===== src/common/sdamc_pkg.sv =====
package sdamc_pkg;
	// register address in the extended register space
	localparam logic [7:0] ADC_MODE_CONTROL_ADDR = 8'hA3;
	// reset value of the mode register
	localparam logic [7:0] ADC_MODE_CONTROL_RST  = 8'h00;
	// field positions
	localparam int POS_POWER_ON     = 7;
	localparam int POS_CONV_ENABLE  = 6;
	localparam int POS_WIRE_MODE    = 5;
	localparam int POS_BANDGAP_STOP = 3;
	localparam int POS_GAIN_SELECT  = 2;
	// bits that hold state; the others read zero
	localparam logic [7:0] MODE_WRITABLE_MASK = 8'hEC;
	// width of one conversion result
	localparam int RESULT_WIDTH = 24;
	// reset value of a result
	localparam logic [23:0] RESULT_RST = 24'h000000;
	// amplifier gain codes seen by the analog side
	typedef enum logic {
		SDAMC_GAIN_X2,
		SDAMC_GAIN_X16
	} sdamc_gain_t;
endpackage : sdamc_pkg


===== src/sdamc_mode_control.sv =====
`timescale 1ns/1ps
module sdamc_mode_control
	import sdamc_pkg::*;
#(
	parameter int CHANNELS = 4
) (
	input  wire logic                    clk,
	input  wire logic                    rst,
	input  wire logic [7:0]              ext_addr,
	input  wire logic                    ext_write,
	input  wire logic                    ext_read,
	input  wire logic [7:0]              ext_wdata,
	output logic      [7:0]              ext_rdata,
	output logic                         ext_rvalid,
	output logic                         converter_power_on,
	output logic                         conversion_enable,
	output logic                         wire_mode_select,
	output logic                         bandgap_output_stop,
	output logic                         bandgap_reference_run,
	output logic                         reference_io_pin_oe,
	output sdamc_pkg::sdamc_gain_t       amp_gain_select,
	input  wire logic [CHANNELS-1:0]     sample_valid,
	input  wire logic [CHANNELS*24-1:0]  sample_data,
	output logic      [CHANNELS*24-1:0]  conversion_result
);
	import sdamc_pkg::*;

	// module state
	typedef struct packed {
		logic [7:0] adc_mode_control; // mode register
		logic [7:0] rdata;            // read data
		logic       rvalid;           // read answer strobe
	} sdamc_state_t;

	sdamc_state_t state;      // registered state
	sdamc_state_t next_state; // next state

	logic hit; // address decode of the mode register

	// decode only the extended register address
	assign hit = (ext_addr == ADC_MODE_CONTROL_ADDR);

	// next state: register write and read answer
	always_comb begin
		next_state        = state;
		next_state.rvalid = ext_read;
		next_state.rdata  = 8'h00;
		if (ext_write && hit) begin
			// unused bits are kept zero whatever is written
			next_state.adc_mode_control =
				ext_wdata & MODE_WRITABLE_MASK;
		end
		if (ext_read && hit) begin
			// stored value comes back unchanged
			next_state.rdata = state.adc_mode_control;
		end
	end

	// register state; any reset clears the mode register
	always_ff @(posedge clk) begin
		if (rst) begin
			state.adc_mode_control <= ADC_MODE_CONTROL_RST;
			state.rdata            <= 8'h00;
			state.rvalid           <= 1'b0;
		end else begin
			state <= next_state;
		end
	end

	assign ext_rdata  = state.rdata;
	assign ext_rvalid = state.rvalid;

	// controls driven straight from the fields
	assign converter_power_on = state.adc_mode_control[POS_POWER_ON];
	assign conversion_enable  =
		state.adc_mode_control[POS_CONV_ENABLE];
	assign wire_mode_select   = state.adc_mode_control[POS_WIRE_MODE];
	assign bandgap_output_stop =
		state.adc_mode_control[POS_BANDGAP_STOP];
	// bandgap runs and the pin drives only with internal reference
	assign bandgap_reference_run = !bandgap_output_stop;
	assign reference_io_pin_oe   = !bandgap_output_stop;
	assign amp_gain_select = state.adc_mode_control[POS_GAIN_SELECT]
		? SDAMC_GAIN_X16 : SDAMC_GAIN_X2;

	// one result register per channel
	genvar ch;
	generate
		for (ch = 0; ch < CHANNELS; ch++) begin : g_res
			sdamc_result_hold #(.WIDTH(RESULT_WIDTH)) u_res (
				.clk         (clk),
				.rst         (rst),
				.conv_enable (conversion_enable),
				.load        (sample_valid[ch]),
				.load_data   (sample_data[ch*24 +: 24]),
				.result      (conversion_result[ch*24 +: 24])
			);
		end
	endgenerate

	// a write to the mode address lands, reserved bits dropped
	write_updates_a: assert property (@(posedge clk)
		disable iff (rst)
		ext_write && hit |=> state.adc_mode_control
			== ($past(ext_wdata) & MODE_WRITABLE_MASK))
		else $error("mode register did not take write");
	// reserved bits never hold a one
	reserved_zero_a: assert property (@(posedge clk)
		disable iff (rst)
		state.adc_mode_control[4] == 1'b0
		&& state.adc_mode_control[1:0] == 2'b00)
		else $error("reserved mode bits not zero");
	// reset leaves the mode register at its reset value
	reset_clear_a: assert property (@(posedge clk)
		rst |=> state.adc_mode_control == ADC_MODE_CONTROL_RST)
		else $error("mode register not cleared by reset");
	// reset leaves every control at its idle level
	reset_controls_a: assert property (@(posedge clk)
		rst |=> !converter_power_on && !conversion_enable
			&& !wire_mode_select && !bandgap_output_stop
			&& bandgap_reference_run && reference_io_pin_oe
			&& amp_gain_select == SDAMC_GAIN_X2)
		else $error("controls not idle after reset");
	// reset clears every channel result
	reset_results_a: assert property (@(posedge clk)
		rst |=> conversion_result == '0)
		else $error("results not cleared by reset");
	// writes to other addresses leave the mode alone
	other_addr_a: assert property (@(posedge clk)
		disable iff (rst)
		ext_write && !hit |=> $stable(state.adc_mode_control))
		else $error("mode register changed by foreign address");
	// without a mode write the register holds its value
	mode_holds_a: assert property (@(posedge clk)
		disable iff (rst)
		!(ext_write && hit) |=> $stable(state.adc_mode_control))
		else $error("mode register changed without write");
	// power switch follows the written bit 7
	power_field_a: assert property (@(posedge clk)
		disable iff (rst)
		ext_write && hit |=> converter_power_on == $past(ext_wdata[7]))
		else $error("power control does not follow bit 7");
	// conversion enable follows the written bit 6
	enable_field_a: assert property (@(posedge clk)
		disable iff (rst)
		ext_write && hit |=> conversion_enable == $past(ext_wdata[6]))
		else $error("conversion enable does not follow bit 6");
	// wire mode follows the written bit 5
	wire_field_a: assert property (@(posedge clk)
		disable iff (rst)
		ext_write && hit |=> wire_mode_select == $past(ext_wdata[5]))
		else $error("wire mode does not follow bit 5");
	// pin drives and bandgap runs only with internal reference
	ref_pin_a: assert property (@(posedge clk)
		disable iff (rst)
		reference_io_pin_oe == !state.adc_mode_control[3]
		&& bandgap_reference_run == reference_io_pin_oe)
		else $error("reference pin direction wrong");
	// amplifier gain follows the written bit 2
	gain_field_a: assert property (@(posedge clk)
		disable iff (rst)
		ext_write && hit |=> (amp_gain_select == SDAMC_GAIN_X16)
			== $past(ext_wdata[2]))
		else $error("gain does not follow bit 2");
	// a read of the mode address returns the stored value
	read_back_a: assert property (@(posedge clk)
		disable iff (rst)
		ext_read && hit && !ext_write |=> ext_rvalid
			&& ext_rdata == state.adc_mode_control)
		else $error("read does not return stored value");
	// a read of any other address answers zero
	unmapped_read_a: assert property (@(posedge clk)
		disable iff (rst)
		ext_read && !hit |=> ext_rvalid && ext_rdata == 8'h00)
		else $error("foreign address read not zero");
	// every read gets its answer strobe one cycle later
	read_answer_a: assert property (@(posedge clk)
		disable iff (rst)
		ext_read |=> ext_rvalid)
		else $error("read answer strobe missing");
	// no answer strobe without a read
	no_stray_answer_a: assert property (@(posedge clk)
		disable iff (rst)
		!ext_read |=> !ext_rvalid)
		else $error("answer strobe without read");
	// results read zero from the edge after conversion stops
	results_clear_a: assert property (@(posedge clk)
		disable iff (rst)
		!conversion_enable |=> conversion_result == '0)
		else $error("results not clear while stopped");
	// running channel 1 takes its sample on the load pulse
	result_load_a: assert property (@(posedge clk)
		disable iff (rst)
		conversion_enable && sample_valid[1]
		|=> conversion_result[47:24] == $past(sample_data[47:24]))
		else $error("running channel did not load sample");

	// scenarios that the bench is expected to reach

	write_mode_c: cover property (@(posedge clk) ext_write && hit);
	read_mode_c: cover property (@(posedge clk) ext_read && hit);
	conv_run_c: cover property (@(posedge clk)
		conversion_enable && |sample_valid);
	ext_ref_c: cover property (@(posedge clk) bandgap_output_stop);
endmodule : sdamc_mode_control


===== src/sdamc_result_hold.sv =====
`timescale 1ns/1ps
// one channel result register, held clear while conversion is stopped
module sdamc_result_hold
	import sdamc_pkg::*;
#(
	parameter int WIDTH = sdamc_pkg::RESULT_WIDTH
) (
	input  wire logic             clk,
	input  wire logic             rst,
	input  wire logic             conv_enable,
	input  wire logic             load,
	input  wire logic [WIDTH-1:0] load_data,
	output logic      [WIDTH-1:0] result
);
	// module state
	typedef struct packed {
		logic [WIDTH-1:0] value; // stored result
	} sdamc_hold_state_t;

	sdamc_hold_state_t state;      // registered state
	sdamc_hold_state_t next_state; // next state

	// next value: clear when stopped, else load new sample
	always_comb begin
		next_state = state;
		if (!conv_enable) begin
			next_state.value = '0;
		end else if (load) begin
			next_state.value = load_data;
		end
	end

	// register the state
	always_ff @(posedge clk) begin
		if (rst) begin
			state.value <= WIDTH'(RESULT_RST);
		end else begin
			state <= next_state;
		end
	end

	assign result = state.value;

	// a stopped converter shows a cleared result from the next edge on
	cleared_when_stopped_a: assert property (@(posedge clk)
		disable iff (rst) !conv_enable |=> result == '0)
		else $error("result not cleared while conversion stopped");
endmodule : sdamc_result_hold


===== config.mk =====
export PLATFORM = sky130hd
export DESIGN_NAME = sdamc_mode_control
export DESIGN_NICKNAME = d
export VERILOG_FILES = /design/src/common/sdamc_pkg.sv /design/src/sdamc_mode_control.sv /design/src/sdamc_result_hold.sv
export SDC_FILE = /design/constraint.sdc
export NUM_CORES = 1
export LEC_CHECK = 0
export ABC_CLOCK_PERIOD_IN_PS = 2300
export BUFFER_PORTS_ARGS = -buffer_cell sky130_fd_sc_hd__buf_2
export CAP_MARGIN = 5
export CORE_ASPECT_RATIO = 0.75
export CORE_MARGIN = 3
export CORE_UTILIZATION = 45
export CTS_BUF_LIST = sky130_fd_sc_hd__clkbuf_2 sky130_fd_sc_hd__clkbuf_4 sky130_fd_sc_hd__clkbuf_8
export CTS_CLUSTER_SIZE = 12
export DETAILED_ROUTE_END_ITERATION = 10
export GPL_TIMING_DRIVEN = 1
export PLACE_DENSITY_LB_ADDON = 0.12
export RECOVER_POWER = 100
export SLEW_MARGIN = 5
export SYNTH_ARGS = -nofsm -noshare
export SYNTH_HDL_FRONTEND = slang
export SYNTH_HIERARCHICAL = 1
export SYNTH_SLANG_ARGS = --single-unit

===== constraint.sdc =====
create_clock -name clk -period 2.3 [get_ports clk]
set_clock_uncertainty 0.05 [all_clocks]
set_input_delay 0.23 -clock clk [delete_from_list [all_inputs] [get_ports clk]]
set_output_delay 0.23 -clock clk [all_outputs]
set_load 0.005 [all_outputs]

==> impl_table.tex <==
\begin{tabular}{lr}
\hline
Metric & Value \\
\hline
\multicolumn{2}{l}{\textbf{GRT}} \\
Initial antenna violation count & 0 \\
Pin count of the biggest net entering global routing & 25 \\
Total congestion overflow & 0 \\
Wire length of the first global-routing pass & 14300 um \\
All-Layer GR Usage & 17.7\% \\
Number of global-route vias before repair & 2969 \\
\multicolumn{2}{l}{\textbf{Clocking}} \\
Number of levels in the clock H-tree & 3 \\
Setup repair bufs after CTS & 0 \\
Sink Count & 107 \\
Cts-stage hold buffer count & 0 \\
Root Buffer & clkbuf\_8 \\
Skew-Pair Late Insertion Delay & 350 ps \\
TritonCTS buffer count & 9 \\
Clock-pin transition on the worst setup and hold timing paths & 100 ps \\
Longest Clk Path Bufs & 2 \\
Number of gates resized after CTS & 0 \\
TritonCTS clock tree & done \\
\multicolumn{2}{l}{\textbf{Logic synthesis}} \\
Cell types occupying the most area after synthesis & dfxtp\_1 (52\%), mux2i\_1 (25\%), nor2\_1 (8.8\%) \\
Synthesized area per cell & 11.4 um2 \\
Cell Area, Synth & 4090 um2 \\
Synthesized-area fraction occupied by xor and xnor cells & 0\% \\
Dominant combinational cell family by area after synthesis & multiplexers \\
Multiplexer share of the synthesized area & 24.7\% \\
Register area share after synthesis & 52.4\% \\
Area share of the largest cell type after synthesis & 52.4\% \\
Synthesis-stage register bit count & 107 \\
Count of unique library cells instantiated by Yosys & 18 \\
Area leader, netlist & dfxtp\_1 \\
Post-Synth Adder-Cell Area & 0\% \\
Synth warnings & 6 \\
Synthesized netlist cell count & 360 \\
Area fraction in and, or, nand and nor cells after synthesis & 13.8\% \\
Post-synthesis compound-gate area fraction & 0\% \\
\multicolumn{2}{l}{\textbf{Setup path}} \\
Critical Path Sink Type & flip-flop \\
CP startpoint kind & input port \\
Required arrival time at the worst endpoint & 2530 ps \\
Slowest CP cell & nor3\_1 \\
Highest net fanout along the worst path & 5 \\
Buf/Inv on CP & 1 \\
Path type of the worst setup path & input port to flip-flop \\
Crit path max-delay family & simple AND/OR/NAND/NOR gates \\
Worst path cell trace & buf\_2, or4b\_1, nor3\_1, mux2i\_1 \\
Critical Path Max Stage Delay & 710 ps \\
CP Data Arrival Time & 1860 ps \\
\multicolumn{2}{l}{\textbf{Floorplanning}} \\
Overall die height & 88.6 um \\
Total number of placement rows & 29 \\
Placeable core region & 8640 um2 \\
Number of top-level design ports & 232 \\
Overall die area & 10300 um2 \\
Horiz. Die Dim & 116 um \\
Effective utilization at floorplan & 47.4\% \\
\multicolumn{2}{l}{\textbf{Finish}} \\
Summed area of non-filler cells in the final layout & 5080 um2 \\
Fill cell total of the finished layout & 820 \\
Area used by multi-input combinational logic & 1560 um2 \\
Area growth from synthesis to layout & 24.2\% \\
Seq. cell area & 2140 um2 \\
Fraction of final layout cells with drive strength greater than 1 & 28.4\% \\
Antenna diodes & 0 \\
Final Net Count & 693 \\
\multicolumn{2}{l}{\textbf{Power}} \\
Tot Pwr & 3150 uW \\
IR Drop Worst-Case VDD & 0.372 mV \\
Static leakage & 0.00239 uW \\
Power density over the cells & 620 nW/um2 \\
\multicolumn{2}{l}{\textbf{Route}} \\
Aggregate routed wire length & 9550 um \\
Via density & 4.53 \\
Routed length per instance & 13.9 um \\
TritonRoute pass-1 iters & 4 \\
DRC violations left & 0 \\
Number of routed nets with antenna violations & 0 \\
Via count & 3105 \\
Detailed router's first-iteration violation count & 108 \\
\multicolumn{2}{l}{\textbf{Placed design}} \\
Global placer's final weighted congestion & 0.721 \\
Port Buffer Count & 225 \\
Dpl cell area & 5040 um2 \\
HPWL after detailed placement & 7530 um \\
\multicolumn{2}{l}{\textbf{Min path}} \\
HP Class & input port to flip-flop \\
\multicolumn{2}{l}{\textbf{STA}} \\
Slew at the pin with the worst max-slew slack & 1020 ps \\
Slew Viols, Final & 0 \\
Achievable Freq & 0.613 GHz \\
Summed negative setup slack over all endpoints & 0 ps \\
Fin crit share & 70.9\% \\
Post-layout min period & 1630 ps \\
Setup repair after global routing missed its margin & false \\
Hold violation count in the final report & 0 \\
Final setup fails & 0 \\
Worst slew margin relative to its limit & 32.1\% \\
\multicolumn{2}{l}{\textbf{Run status}} \\
Run status & finished, final reports clean \\
\multicolumn{2}{l}{\textbf{Job}} \\
Maximum Capacitance Violations & 0 \\
\hline
\end{tabular}
==> path summary, 6_finish.rpt <==
kind                      from                         to  slack [ps]  cells after the start
min             sample_data[1]   g_res[0].u_res/result[1]          60                      3
max                ext_addr[3]           wire_mode_select         670                      4
min reg2reg          state[11]                  state[11]         440                      2
max reg2reg  conversion_enable  g_res[1].u_res/result[21]         740                      3
==> cell usage in the layout, fill, tap and decap left out <==
cell type | synthesis | final
buf_2 | 4 | 146
dfxtp_1 | 107 | 107
mux2i_1 | 101 | 101
nor2_1 | 96 | 96
clkbuf_1 | 1 | 79
nand2b_1 | 14 | 14
clkbuf_8 | 0 | 10
and2_0 | 0 | 4
inv_6 | 0 | 4
buf_1 | 0 | 4
conb_1 | 1 | 3
clkinv_2 | 0 | 2
inv_1 | 1 | 1
nand4b_4 | 1 | 1
or4b_1 | 0 | 1
nor4b_1 | 0 | 1
and2_1 | 5 | 1
bufinv_8 | 1 | 1
nor3_1 | 0 | 1
nor2b_1 | 1 | 1
==> state kept, by name, indices dropped and copies added, names as in the netlist <==
name and count:
conversion_enable 1, converter_power_on 1, ext_rvalid 1, ext_rdata 5, bandgap_output_stop 1, g_res.u_res/result 96, state 1, wire_mode_select 1
==> worst register-to-register path: stages, from the launching register on <==
cell and delay (ps):
dfxtp_1 380, nand2b_1 90, clkbuf_1 750, nor2_1 140
==> metrics by stage <==
stage	setup slack [ps]	util, %	hold slack (ps)	cells
2_1_floorplan	933	-	308	362
3_3_place_gp	748	58.4	411	670
3_5_place_dp	691	58.4	421	670
4_1_cts	1010	60.5	32.7	686
5_1_grt	529	58.8	41.4	686
6_report	670	58.8	57.7	686
==> routing by layer <==
metal | wire length, um | vias up | GRT usage, %
met5 | 0 | - | 0
li1 | - | 1591 | -
met1 | 3850 | 1360 | 19.9
met2 | 4690 | 144 | 32.0
met3 | 895 | 10 | 5.88
met4 | 107 | 0 | 5.16
==> synth_stat cells, drive strengths merged <==
cell and count:
buf 28, inv 1, clkbuf 1, nor4b 1
or4b 1, mux2i 101, nor2b 1, nor2 96
nand4b 1, conb 1, dfxtp 107, nand2b 14
and2 5, bufinv 1, nor3 1
==> cell type report <==
cell class,count,share of cell area [%]
clock inverter,6,0.887
inverter,2,0.419
multi-input combinational,224,30.6
tap,108,2.66
sequential,107,42.2
timing repair buffer,229,20.5
clock buffer,10,2.71
==> power by group <==
group	internal, uW	total, uW	leakage (uW)	switching, uW
clock	436	1050	0.0000978	619
combinational	143	243	0.00143	99.4
sequential	1850	1850	0.000862	0.512
==> kinds of logic (layout without fill, tap and decap cells) <==
kind of cell	count (synthesis)	count (layout)
multiplexers	101	101
buffers and inverters	31	247
other	1	3
flip-flops	107	107
AND/OR/NAND/NOR	120	120
No activity file was read; power rests on OpenSTA's default activity.
